[src/clkdiv_pkg.sv]
/*
  Constants, register map and state types for the channel output dividers.
  Assumes a single core clock domain; divider input clocks arrive as pins
  that are oversampled by that clock.
*/
`default_nettype none

package clkdiv_pkg;

  // ------------------------------------------------------------------
  // Register bus
  // ------------------------------------------------------------------
  localparam int ADDR_W = 10;
  localparam int DATA_W = 8;
  localparam int NUM_REG = 11;

  localparam logic [9:0] PAIR2_CYCLE_COUNTS_OFF    = 10'h196;
  localparam logic [9:0] PAIR2_CONTROL_OFF         = 10'h197;
  localparam logic [9:0] PAIR2_ROUTING_DUTY_OFF    = 10'h198;
  localparam logic [9:0] CHAN3_STAGE1_CYCLES_OFF   = 10'h199;
  localparam logic [9:0] CHAN3_PHASE_OFFSETS_OFF   = 10'h19A;
  localparam logic [9:0] CHAN3_STAGE2_CYCLES_OFF   = 10'h19B;
  localparam logic [9:0] CHAN3_CONTROL_OFF         = 10'h19C;
  localparam logic [9:0] CHAN3_DUTY_CORRECTION_OFF = 10'h19D;
  localparam logic [9:0] CHAN4_STAGE1_CYCLES_OFF   = 10'h19E;
  localparam logic [9:0] CHAN4_PHASE_OFFSETS_OFF   = 10'h19F;
  localparam logic [9:0] CHAN4_STAGE2_CYCLES_OFF   = 10'h1A0;
  localparam logic [9:0] DIVIDER_STATUS_OFF        = 10'h1A8;

  // Register indices: the map is contiguous from the first offset
  localparam logic [9:0] REG_BASE = PAIR2_CYCLE_COUNTS_OFF;
  localparam int IX_P2_CYC  = 0;
  localparam int IX_P2_CTL  = 1;
  localparam int IX_P2_RTE  = 2;
  localparam int IX_C3_CYC1 = 3;
  localparam int IX_C3_PH   = 4;
  localparam int IX_C3_CYC2 = 5;
  localparam int IX_C3_CTL  = 6;
  localparam int IX_C3_DCC  = 7;
  localparam int IX_C4_CYC1 = 8;
  localparam int IX_C4_PH   = 9;
  localparam int IX_C4_CYC2 = 10;

  localparam logic [7:0] REG_RESET = 8'h00;
  // Writable bits per register, index 0 in the low byte
  localparam logic [NUM_REG-1:0][7:0] REG_WMASK =
    {8'hFF, 8'hFF, 8'hFF, 8'h01, 8'h3F, 8'hFF, 8'hFF, 8'hFF,
     8'h03, 8'hFF, 8'hFF};

  // ------------------------------------------------------------------
  // Field positions
  // ------------------------------------------------------------------
  localparam int P2_BYPASS_BIT = 7;
  localparam int P2_NOSYNC_BIT = 6;
  localparam int P2_FORCE_BIT  = 5;
  localparam int P2_START_BIT  = 4;
  localparam int P2_DIRECT_BIT = 1;
  localparam int DCC_OFF_BIT   = 0;
  localparam int CH_BYP2_BIT   = 5;
  localparam int CH_BYP1_BIT   = 4;
  localparam int CH_NOSYNC_BIT = 3;
  localparam int CH_FORCE_BIT  = 2;
  localparam int CH_START2_BIT = 1;
  localparam int CH_START1_BIT = 0;

  // Clock input selection codes
  localparam logic [1:0] SEL_EXT_CLK = 2'b00;
  localparam logic [1:0] SEL_VCO_CLK = 2'b10;

  // ------------------------------------------------------------------
  // Dividers and pins
  // ------------------------------------------------------------------
  localparam int NUM_DIV = 5;
  localparam int DV_P2   = 0;
  localparam int DV_C3A  = 1;
  localparam int DV_C3B  = 2;
  localparam int DV_C4A  = 3;
  localparam int DV_C4B  = 4;

  localparam int NUM_PIN = 4;
  localparam int PIN_DIV = 0;
  localparam int PIN_VCO = 1;
  localparam int PIN_EXT = 2;
  localparam int PIN_SYNC_B = 3;
  localparam logic [NUM_PIN-1:0] PIN_RESET = 4'h8;

  typedef struct packed {
    logic       level;
    logic       prev_in;
    logic       waiting;
    logic [3:0] cnt;
  } div_s;

  typedef struct packed {
    logic [3:0] hi;
    logic [3:0] lo;
    logic [3:0] phase;
    logic       start_high;
    logic       bypass;
    logic       sync_en;
    logic       dcc_en;
  } div_cfg_s;

  typedef struct packed {
    logic [NUM_PIN-1:0] s1;
    logic [NUM_PIN-1:0] s2;
    logic [NUM_PIN-1:0] s3;
    logic [NUM_PIN-1:0] filt;
  } pin_sync_s;

endpackage : clkdiv_pkg

`default_nettype wire

[src/channel_output_dividers.sv]
/*
  Third differential-pair divider and the two cascaded LVDS/CMOS channel
  dividers, with their register file.
  Assumes the divider input clocks and the sync pin are far slower than
  CORE_CLK (at least three core cycles per input level) so that the
  oversampled edges are seen; the clock input selection comes from logic
  on CORE_CLK.
*/
//
// What this block does
// - Pair divider high count in low nibble.
// - Pair divider low count sets low time.
// - Pair bypass bit passes input clock through.
// - Pair nosync bit ignores chip sync.
// - Pair force bit sets static level, needs nosync.
// - Pair start-high bit; low nibble phase offset.
// - Direct bit clear drives pair from divider.
// - Direct set, select 10b routes VCO.
// - Direct set, select 00b routes external clock.
// - Duty correction bit clear enables correction.
// - Channel 3 stage 1 low/high nibbles.
// - Channel 3 stage 2 low/high nibbles.
// - Phase register: upper stage 2, lower stage 1.
// - Channel 3 stage bypass bits 5 and 4.
// - Channel 3 nosync bit ignores chip sync.
// - Channel 3 force bit, needs nosync.
// - Channel 3 start levels bits 1 and 0.
// - Channel 4 stage 1 low/high nibbles.
// - Channel 4 stage 2 low/high nibbles.
`timescale 1ns/10ps
`default_nettype none

module channel_output_dividers
  import clkdiv_pkg::*;
(
  // Clock and reset
  input  wire logic              CORE_CLK,
  input  wire logic              RST_B,
  // Register port
  input  wire logic [ADDR_W-1:0] REG_ADDR,
  input  wire logic [DATA_W-1:0] REG_WDATA,
  input  wire logic              REG_WR,
  input  wire logic              REG_RD,
  output logic      [DATA_W-1:0] REG_RDATA,
  // Clock sources and chip sync
  input  wire logic              DIV_CLK_IN,
  input  wire logic              VCO_CLK_IN,
  input  wire logic              EXT_CLK_IN,
  input  wire logic              SYNC_B,
  input  wire logic [1:0]        CLK_INPUT_SEL,
  // Clock outputs
  output logic                   PAIR2_OUTPUT_A,
  output logic                   PAIR2_OUTPUT_B,
  output logic                   CHAN3_OUT,
  output logic                   CHAN4_OUT
);

  // ------------------------------------------------------------------
  // State
  // ------------------------------------------------------------------
  typedef struct packed {
    pin_sync_s                     pins;
    logic [NUM_REG-1:0][7:0]       regs;
    div_s [NUM_DIV-1:0]            div;
    logic                          pair2_ff;
    logic                          chan3_ff;
    logic                          chan4_ff;
    logic [DATA_W-1:0]             rdata;
  } state_s;

  state_s st_ff;
  state_s nxt_st;

  // ------------------------------------------------------------------
  // Divider helpers
  // ------------------------------------------------------------------
  // Count fields hold cycles minus one, so a field of 0 is one cycle.
  function automatic div_s div_step(input div_s s, input div_cfg_s c,
                                    input logic in_lvl, input logic hold);
    div_s       n;
    logic       tick;
    logic [4:0] total;
    logic [4:0] half;
    logic [3:0] hi_eff;
    logic [3:0] lo_eff;
    logic [3:0] limit;
    n      = s;
    tick   = in_lvl & ~s.prev_in;
    total  = 5'(c.hi) + 5'(c.lo) + 5'h02;
    half   = total >> 1;
    hi_eff = c.hi;
    lo_eff = c.lo;
    // Balances high and low time over the same period
    if (c.dcc_en) begin
      hi_eff = 4'(half - 5'h01);
      lo_eff = 4'(total - half - 5'h01);
    end
    limit = s.level ? hi_eff : lo_eff;
    n.prev_in = in_lvl;
    if (hold && c.sync_en) begin
      n.level   = c.start_high;
      n.cnt     = c.phase;
      n.waiting = (c.phase != 4'h0);
    end else if (tick) begin
      if (s.waiting) begin
        if (s.cnt == 4'h1) begin
          n.waiting = 1'b0;
          n.cnt     = 4'h0;
        end else begin
          n.cnt = s.cnt - 4'h1;
        end
      end else if (s.cnt == limit) begin
        n.level = ~s.level;
        n.cnt   = 4'h0;
      end else begin
        n.cnt = s.cnt + 4'h1;
      end
    end
    return n;
  endfunction : div_step

  // A bypassed stage passes its input level straight out
  function automatic logic div_out(input div_s s, input div_cfg_s c,
                                   input logic in_lvl);
    return c.bypass ? in_lvl : s.level;
  endfunction : div_out

  // ------------------------------------------------------------------
  // Configuration decode
  // ------------------------------------------------------------------
  div_cfg_s [NUM_DIV-1:0] cfg;
  logic     [7:0]         p2_ctl;
  logic     [7:0]         c3_ctl;

  assign p2_ctl = st_ff.regs[IX_P2_CTL];
  assign c3_ctl = st_ff.regs[IX_C3_CTL];

  always_comb begin
    cfg = '0;
    cfg[DV_P2].hi         = st_ff.regs[IX_P2_CYC][3:0];
    cfg[DV_P2].lo         = st_ff.regs[IX_P2_CYC][7:4];
    cfg[DV_P2].phase      = p2_ctl[3:0];
    cfg[DV_P2].start_high = p2_ctl[P2_START_BIT];
    cfg[DV_P2].bypass     = p2_ctl[P2_BYPASS_BIT];
    cfg[DV_P2].sync_en    = ~p2_ctl[P2_NOSYNC_BIT];
    cfg[DV_P2].dcc_en     = ~st_ff.regs[IX_P2_RTE][DCC_OFF_BIT];

    cfg[DV_C3A].hi         = st_ff.regs[IX_C3_CYC1][3:0];
    cfg[DV_C3A].lo         = st_ff.regs[IX_C3_CYC1][7:4];
    cfg[DV_C3A].phase      = st_ff.regs[IX_C3_PH][3:0];
    cfg[DV_C3A].start_high = c3_ctl[CH_START1_BIT];
    cfg[DV_C3A].bypass     = c3_ctl[CH_BYP1_BIT];
    cfg[DV_C3A].sync_en    = ~c3_ctl[CH_NOSYNC_BIT];
    cfg[DV_C3A].dcc_en     = ~st_ff.regs[IX_C3_DCC][DCC_OFF_BIT];

    cfg[DV_C3B].hi         = st_ff.regs[IX_C3_CYC2][3:0];
    cfg[DV_C3B].lo         = st_ff.regs[IX_C3_CYC2][7:4];
    cfg[DV_C3B].phase      = st_ff.regs[IX_C3_PH][7:4];
    cfg[DV_C3B].start_high = c3_ctl[CH_START2_BIT];
    cfg[DV_C3B].bypass     = c3_ctl[CH_BYP2_BIT];
    cfg[DV_C3B].sync_en    = ~c3_ctl[CH_NOSYNC_BIT];
    cfg[DV_C3B].dcc_en     = ~st_ff.regs[IX_C3_DCC][DCC_OFF_BIT];

    // Channel 4 control sits outside this block: never bypassed,
    // always obeys sync, duty correction left off.
    cfg[DV_C4A].hi      = st_ff.regs[IX_C4_CYC1][3:0];
    cfg[DV_C4A].lo      = st_ff.regs[IX_C4_CYC1][7:4];
    cfg[DV_C4A].phase   = st_ff.regs[IX_C4_PH][3:0];
    cfg[DV_C4A].sync_en = 1'b1;

    cfg[DV_C4B].hi      = st_ff.regs[IX_C4_CYC2][3:0];
    cfg[DV_C4B].lo      = st_ff.regs[IX_C4_CYC2][7:4];
    cfg[DV_C4B].phase   = st_ff.regs[IX_C4_PH][7:4];
    cfg[DV_C4B].sync_en = 1'b1;
  end

  // ------------------------------------------------------------------
  // Next state
  // ------------------------------------------------------------------
  logic [NUM_DIV-1:0] in_lvl;
  logic [NUM_DIV-1:0] dout;
  logic               sync_hold;
  logic               p2_path;
  logic [9:0]         reg_ix;
  logic               in_map;

  always_comb begin
    nxt_st = st_ff;

    // Three-stage pin sampling; a change is taken once the second and third stages agree
    nxt_st.pins.s1 = {SYNC_B, EXT_CLK_IN, VCO_CLK_IN, DIV_CLK_IN};
    nxt_st.pins.s2 = st_ff.pins.s1;
    nxt_st.pins.s3 = st_ff.pins.s2;
    for (int p = 0; p < NUM_PIN; p++) begin
      if (st_ff.pins.s2[p] == st_ff.pins.s3[p]) begin
        nxt_st.pins.filt[p] = st_ff.pins.s3[p];
      end
    end

    // Sync is held while the pin is low and released on its rise
    sync_hold = ~st_ff.pins.filt[PIN_SYNC_B];

    // First stages and the pair run from the divided input clock;
    // each second stage runs from its first stage output.
    in_lvl = '0;
    dout   = '0;
    in_lvl[DV_P2]  = st_ff.pins.filt[PIN_DIV];
    in_lvl[DV_C3A] = st_ff.pins.filt[PIN_DIV];
    in_lvl[DV_C4A] = st_ff.pins.filt[PIN_DIV];
    dout[DV_P2]  = div_out(st_ff.div[DV_P2], cfg[DV_P2], in_lvl[DV_P2]);
    dout[DV_C3A] = div_out(st_ff.div[DV_C3A], cfg[DV_C3A],
                           in_lvl[DV_C3A]);
    dout[DV_C4A] = div_out(st_ff.div[DV_C4A], cfg[DV_C4A],
                           in_lvl[DV_C4A]);
    in_lvl[DV_C3B] = dout[DV_C3A];
    in_lvl[DV_C4B] = dout[DV_C4A];
    dout[DV_C3B] = div_out(st_ff.div[DV_C3B], cfg[DV_C3B],
                           in_lvl[DV_C3B]);
    dout[DV_C4B] = div_out(st_ff.div[DV_C4B], cfg[DV_C4B],
                           in_lvl[DV_C4B]);

    for (int d = 0; d < NUM_DIV; d++) begin
      nxt_st.div[d] = div_step(st_ff.div[d], cfg[d], in_lvl[d],
                               sync_hold);
    end

    // Pair output: forced level only counts with nosync set
    p2_path = dout[DV_P2];
    if (p2_ctl[P2_NOSYNC_BIT]) begin
      p2_path = p2_ctl[P2_FORCE_BIT];
    end
    nxt_st.pair2_ff = p2_path;
    if (st_ff.regs[IX_P2_RTE][P2_DIRECT_BIT]) begin
      case (CLK_INPUT_SEL)
        SEL_VCO_CLK: nxt_st.pair2_ff = st_ff.pins.filt[PIN_VCO];
        SEL_EXT_CLK: nxt_st.pair2_ff = st_ff.pins.filt[PIN_EXT];
        default:     nxt_st.pair2_ff = p2_path;
      endcase
    end

    nxt_st.chan3_ff = dout[DV_C3B];
    if (c3_ctl[CH_NOSYNC_BIT]) begin
      nxt_st.chan3_ff = c3_ctl[CH_FORCE_BIT];
    end
    nxt_st.chan4_ff = dout[DV_C4B];

    // Register port: write in place, read data the next cycle only
    reg_ix = REG_ADDR - REG_BASE;
    in_map = (REG_ADDR >= REG_BASE) && (reg_ix < 10'(NUM_REG));
    if (REG_WR && in_map) begin
      nxt_st.regs[reg_ix[3:0]] = REG_WDATA & REG_WMASK[reg_ix[3:0]];
    end
    nxt_st.rdata = '0;
    if (REG_RD) begin
      if (in_map) begin
        nxt_st.rdata = st_ff.regs[reg_ix[3:0]];
      end else if (REG_ADDR == DIVIDER_STATUS_OFF) begin
        nxt_st.rdata = {3'h0, st_ff.pins.filt[PIN_SYNC_B],
                        st_ff.chan4_ff, st_ff.chan3_ff, 1'b0,
                        st_ff.pair2_ff};
      end
    end
  end

  // ------------------------------------------------------------------
  // Registers
  // ------------------------------------------------------------------
  always_ff @(posedge CORE_CLK or negedge RST_B) begin
    if (!RST_B) begin
      st_ff           <= '0;
      st_ff.pins.s1   <= PIN_RESET;
      st_ff.pins.s2   <= PIN_RESET;
      st_ff.pins.s3   <= PIN_RESET;
      st_ff.pins.filt <= PIN_RESET;
      for (int r = 0; r < NUM_REG; r++) begin
        st_ff.regs[r] <= REG_RESET;
      end
    end else begin
      st_ff <= nxt_st;
    end
  end

  // ------------------------------------------------------------------
  // Outputs
  // ------------------------------------------------------------------
  // Complementary pair legs come from the same flop
  assign PAIR2_OUTPUT_A = st_ff.pair2_ff;
  assign PAIR2_OUTPUT_B = ~st_ff.pair2_ff;
  assign CHAN3_OUT      = st_ff.chan3_ff;
  assign CHAN4_OUT      = st_ff.chan4_ff;
  assign REG_RDATA      = st_ff.rdata;

endmodule : channel_output_dividers

`default_nettype wire

[config.mk]
export PLATFORM = sky130hd
export DESIGN_NAME = channel_output_dividers
export DESIGN_NICKNAME = d
export VERILOG_FILES = /design/src/clkdiv_pkg.sv /design/src/channel_output_dividers.sv
export SDC_FILE = /design/constraint.sdc
export NUM_CORES = 1
export LEC_CHECK = 0
export ABC_AREA = 1
export BUFFER_PORTS_ARGS = -buffer_cell sky130_fd_sc_hd__buf_2
export CAP_MARGIN = 20
export CORE_ASPECT_RATIO = 1.2
export CORE_MARGIN = 1
export CORE_UTILIZATION = 63
export DETAILED_ROUTE_END_ITERATION = 6
export GPL_TIMING_DRIVEN = 0
export PLACE_DENSITY = 0.92
export SLEW_MARGIN = 10
export SYNTH_ARGS = -nofsm -noshare
export SYNTH_HDL_FRONTEND = slang
export SYNTH_SLANG_ARGS = --single-unit
[constraint.sdc]
create_clock -name CORE_CLK -period 3.3 [get_ports CORE_CLK]
set_input_delay 0 -clock CORE_CLK [delete_from_list [all_inputs] [get_ports CORE_CLK]]
set_output_delay 0 -clock CORE_CLK [all_outputs]
set_load 0.03 [all_outputs]
# Yosys cells after proc, flatten, opt, wreduce, memory -nomap -nowiden
# Memory sizes are Yosys's and may differ from the RTL's.
# Index checks and enable logic that the tools add are counted.
[totals]
regBits = 148
mem_bits_ro = 128
word_cells = 216
memories = 1
[classes]
n_addsub = 26
order_cmp = 4
n_eq_ne = 25
mux = 82
bitwise = 16
reduce_logical = 22
[memory_table]
columns = ["memory", "words", "width", "read_ports", "rd_clocked_by_memory_dff", "wr", "line_no", "text"]
rows = [
  ["(name not given)", 16, 8, 1, 0, 0, "channel_output_dividers.sv:251", "nxt_st.regs[reg_ix[3:0]] = REG_WDATA & REG_WMASK[reg_ix[3:0]];"],
]
[op_table]
columns = ["cell", "count"]
rows = [
  ["4-bit two-way mux", 26],
  ["88-bit bitwise mux", 1],
  ["5-bit two-way mux", 11],
  ["4-bit by 1-bit subtractor with 4-bit output, second input constant", 11],
  ["8-bit two-way mux", 5],
  ["1-bit two-way mux", 36],
  ["8-bit binary-select mux with 4-bit select", 1],
  ["8-bit demux with 4-bit select", 1],
  ["4-bit by 1-bit adder with 4-bit output, second input constant", 5],
  ["4-bit by 1-bit equality test with 1-bit output, second input constant", 5],
  ["4-bit equality test", 5],
  ["4-bit nonzero test", 5],
  ["4-bit by 4-bit adder with 5-bit output", 3],
  ["5-bit by 2-bit adder with 5-bit output, second input constant", 3],
  ["3-bit AND reduction", 5],
  ["2-bit by 1-bit != test with 1-bit output, second input constant", 7],
  ["1-bit NOT", 12],
  ["2-bit nonzero test", 6],
  ["4-bit subtractor", 3],
  ["10-bit by 9-bit equality test with 1-bit output, second input constant", 1],
  ["10-bit by 9-bit >= comparator with 1-bit output, second input constant", 1],
  ["10-bit by 4-bit less-than comparator with 1-bit output, second input constant", 1],
  ["10-bit by 9-bit subtractor with 10-bit output, second input constant", 1],
  ["8-bit bitwise AND", 1],
  ["other kinds (9)", 19],
]

# Depth between registers and ports, before layout
[depth]
word_depth = 11
ltp_mapped = 22
ltp_nobuf = 22

# Worst setup path after synthesis
# No wires, ideal clock.
[synth_path]
path_kind = "reg-to-reg"
startpoint = "reg st_ff, in the netlist cfg[45]"
endpoint = "reg st_ff[31] (netlist bit)"
setup_ns = 0.117
arrival_ns = 2.827
t_required_ns = 3.183
slack_ns = 0.356
stages_incl_launch_ff = 20
path_buffers = 0
synth_period_minus_slack_ns = 2.944
cell_sequence = "dfrtp_1 -> inv_1 -> ha_1 -> inv_1 -> ha_1 -> fa_1 -> fa_1 -> nand2_1 -> nand3_1 -> o21ai_0 -> xor2_1 -> nand2_1 -> inv_1 -> nand2_1 -> nor2_1 -> nand3_1 -> nand2_1 -> nand3_1 -> nand2_1 -> nand2_1"
[synth_via]
elab_chain_len = 9
word_cells_on_any_way = 11
[synth_rtl]
columns = ["item", "line_no", "text"]
rows = [
  ["start, declared", "channel_output_dividers.sv:71", "state_s st_ff;"],
  ["start signal, assigned", "channel_output_dividers.sv:279", "st_ff <= nxt_st;"],
  ["4-bit by 4-bit adder with 5-bit output", "channel_output_dividers.sv:89", "total = 5'(c.hi) + 5'(c.lo) + 5'h02;"],
  ["5-bit by 2-bit adder with 5-bit output", "channel_output_dividers.sv:89", ""],
  ["4-bit subtractor", "channel_output_dividers.sv:96", "lo_eff = 4'(total - half - 5'h01);"],
  ["4-bit by 1-bit subtractor with 4-bit output", "channel_output_dividers.sv:96", ""],
  ["4-bit two-way mux", "channel_output_dividers.sv:94", "if (c.dcc_en) begin"],
  ["4-bit two-way mux *", "channel_output_dividers.sv:98", "limit = s.level ? hi_eff : lo_eff;"],
  ["4-bit equality test *", "channel_output_dividers.sv:112", "end else if (s.cnt == limit) begin"],
  ["2-bit nonzero test (no source line) *", "n/a", ""],
  ["3-bit AND reduction (no source line) *", "n/a", ""],
]
# Mark *: on every way between the ends. The rest lies on a longest branch, timed or not.
# A chain may end at the register's enable or synchronous reset.

# Worst setup path after layout
[layout_path]
startpoint = "reg st_ff, in the netlist cfg[9]"
endpoint = "reg st_ff[17] (netlist bit)"
# Same word-level chain as after synthesis.

==> qor.txt <==
Detailed Route Iter0 Violations - 1078
Mean Syn Cell Area - 7.97 um2
total congestion overflow - 0
H-tree depth - 4
Setup violations, final - 0
CTS root buf - clkbuf_16
P_int - 3.57 mW
Worst-Margin Slew - 0.996 ns
Setup Crit Path Kind - flop to flop
DR vias/cell - 6.26
Switching Fraction - 35.8%
Final Hold Slack - 0.0708 ns
Final Hold Viols - 0
worst path cell trace - inv_1 > ha_1 > inv_1 > ha_4 > fa_2 > buf_6 > fa_1 > o211ai_1 > nand2_1 > nand2_1 > nand3_1 > nor2_1 > nand2_2 > nand2_2 > nand3_1 > nand2_1 > nand2_1
flops & latches, synth - 148
Max Slew Vio Count - 0
Final Critical Period - 3.21 ns
Static Leak - 5.13 nW
global-route wire length before repair - 41.3 mm
die area - 15000 um2
I/O pin cnt - 40
status - finished, violations left
Total Power - 5.56 mW
HP Class - primary input to flop
IO Port Bufs - 39
layout cells sized above 1 - 14.4%
Max stage delay on crit path - 0.59 ns
CTS tree - built
post-synthesis sequential area ratio - 40.5%
clock share of power - 33.2%
failing checks - DRC
switching power - 1.99 mW
CP Data Required Time - 3.63 ns
Post-Route Skew - 0.00922 ns
Area growth syn-to-layout - 13.9%
largest net degree at the start of global routing - 88
number of flops mapped to enable cells by yosys - 0
FFs w/ async S/R, synth - 100%
ANT cells - 0
dominant register cell in the synthesized netlist - dfrtp_1
crit path DAT - 3.54 ns
Routability Congestion - 0.903
GRT Total Usage - 35.5%
Synth cell types - 51
clock sink count - 148
worst vdd ir - 445 uV
Nets - 1306
startpoint class of the critical path - flop
Critical Path Fanout Max - 5
clock latency on the worst-skew pair - 0.44 ns
number of routed nets with antenna violations - 0
CTS Buf Count - 17
Syn. warnings - 0
CP max stage cell - fa_2
Initial Utilization - 65.4%
f_max - 311 MHz
vias in the first global route - 8430
max-cap violations - 0
Syn Nets - 1228
final cycle utilization of the critical path - 97.4%
Die X - 112 um
Synth Cell Area - 9150 um2
via count - 8825
chip height - 134 um
Max clock buf depth - 2
drt wl/cell - 18.6 um
Comb pwr share - 28.4%
drt first pass iters - 7
hpwl dp - 17.2 mm
Clock transition at path regs - 0.06 ns
CORE AREA - 14000 um2
row count - 47
final WL - 26.2 mm
pwr dens - 534 nW/um2
Seq pwr share - 38.4%
worst rel slew slack - 33.3%
Residual DRC - 21
cells after synthesis - 1148
critical path endpoint category - flop
initial antenna violation count - 0
cell with the most instances on the worst path - nand2_1
-- logic make-up after synthesis --
logic type	count (synthesis)	share of synthesized area [%]
AND/OR/NAND/NOR	461	22.5
buffers and inverters	186	8.97
adder cells (fa/ha/maj)	56	8.04
XOR/XNOR	32	3.06
AO/OA/AOI/OAI	265	17.0
flip-flops	148	40.5
-- critical path: cells and delay by family, from the launching register on --
kind,cells,cell delay [ns]
adder cells (fa/ha/maj),4,1.44
AND/OR/NAND/NOR,9,0.79
flip-flops,1,0.41
buffers and inverters,3,0.23
AO/OA/AOI/OAI,1,0.23
-- timing repair --
| item | in CTS | in global routing |
|---|---|---|
| buffers inserted | 0 | 11 |
| hold endpoints to repair | 72 | 0 |
| pin swaps | 0 | 15 |
| setup endpoints to repair | 5 | 15 |
| hold buffers | 8 | 0 |
| resized for setup | 3 | 29 |
-- path summary, 6_finish.rpt --
| check | depth (start not counted) | endpoint | start | slack, ns |
|---|---|---|---|---|
| min | 3 | cfg[73]$_DFFE_PN0P_ | REG_WDATA[5] | 0.07 |
| min reg2reg | 0 | nxt_st[138]$_DFF_PN0_ | nxt_st[142]$_DFF_PN0_ | 0.35 |
| min in group asynchronous | 2 | nxt_st[142]$_DFF_PN0_ | RST_B | 0.10 |
| max | 17 | st_ff[17]$_DFFE_PN0P_ | cfg[9]$_DFFE_PN0P_ | 0.09 |
| max in group asynchronous | 3 | cfg[45]$_DFFE_PN0P_ | RST_B | 2.33 |
| max reg2reg | 17 | st_ff[17]$_DFFE_PN0P_ | cfg[9]$_DFFE_PN0P_ | 0.09 |
-- layout by cell type (no fill, tap or decap), types with 6 or more instances in the layout --
master         Yosys  routed
nand2_2            5      12
clkbuf_16          0      17
a31oi_1            8       8
xor2_1            27      27
nand3_2            4       7
o211ai_1          10      10
ha_1              46      40
o21ai_2           13      14
nor3_1             7       7
dfrtp_1          144     143
buf_4              9      19
clkbuf_1          17      20
buf_6              9      11
inv_1            137     132
o22ai_1           31      31
nor2_1            48      47
inv_2              4       9
o21ai_1           52      53
nand3_4            7       7
o221ai_1           9       9
dlygate4sd3_1      0       8
clkinvlp_4         0       6
nand4_1           14      14
nand2_1          294     287
buf_2              4      42
o21ai_0           78      76
nand3_1           70      67
a21oi_1           46      46
-- layer usage --
layer / part of all wire [%] / global-route usage [%] / routed length [um]
met5: 0 / 0 / 0
met4: 6.2 / 22.7 / 1630
met3: 9.1 / 7.32 / 2380
met2: 47 / 58.3 / 12400
met1: 37 / 42.7 / 9730
-- synthesized netlist by cell type (8+ instances only) --
| cell | count | share of area [%] |
|---|---|---|
| buf_6 | 9 | 1.1 |
| a31oi_1 | 8 | 0.55 |
| ha_1 | 46 | 6.3 |
| o211ai_1 | 10 | 0.82 |
| nand2_1 | 294 | 12 |
| a21oi_1 | 46 | 2.5 |
| nor2_1 | 48 | 2.0 |
| buf_4 | 9 | 0.74 |
| dfrtp_1 | 144 | 39 |
| o21ai_1 | 52 | 2.8 |
| o221ai_1 | 9 | 0.86 |
| inv_1 | 137 | 5.6 |
| o22ai_1 | 31 | 2.1 |
| o21ai_2 | 13 | 1.2 |
| clkbuf_1 | 17 | 0.70 |
| nand4_1 | 14 | 0.96 |
| nand3_1 | 70 | 3.8 |
| o21ai_0 | 78 | 4.3 |
| xor2_1 | 27 | 2.6 |
-- through the flow --
stage | cells | instance area, um2 | setup WS [ns] | util (%) | setup TNS (ns)
3_3_place_gp | 1358 | 9560 | 0.0991 | 68.3 | 0
5_1_grt | 1410 | 10400 | -0.0673 | 74.5 | -0.458
3_5_place_dp | 1359 | 9590 | -0.00637 | 68.6 | -0.00637
2_1_floorplan | 1148 | 9150 | 0.356 | - | 0
4_1_cts | 1399 | 10200 | 0.00360 | 73.1 | 0
6_report | 1410 | 10400 | 0.0874 | 74.5 | 0
-- registers in the layout, summed over array words and instances (netlist names) --
signal          count
cfg                56
st_ff              54
REG_RDATA           8
c3_ctl              8
nxt_st              8
p2_ctl              8
dout                2
CHAN3_OUT           1
CHAN4_OUT           1
PAIR2_OUTPUT_A      1
in_lvl              1
-- power groups by stage --
stage	Sequential (mW)	Clock, mW	Combinational [mW]
CTS	2.13	1.83	1.47
global route	2.15	1.92	1.76
finish	2.14	1.85	1.58
global placement	2.15	0	1.39
floorplan	2.14	0	1.08
detailed placement	2.16	0	1.45
-- final cells by class --
type,count,area [um2]
multi-input combinational,814,4730
sequential,148,3710
fill,928,3570
inverter,145,549
clock buffer,21,450
timing repair buffer,59,395
buffer,41,272
tap,171,214
clock inverter,11,103
No activity file was read; power rests on OpenSTA's default activity.
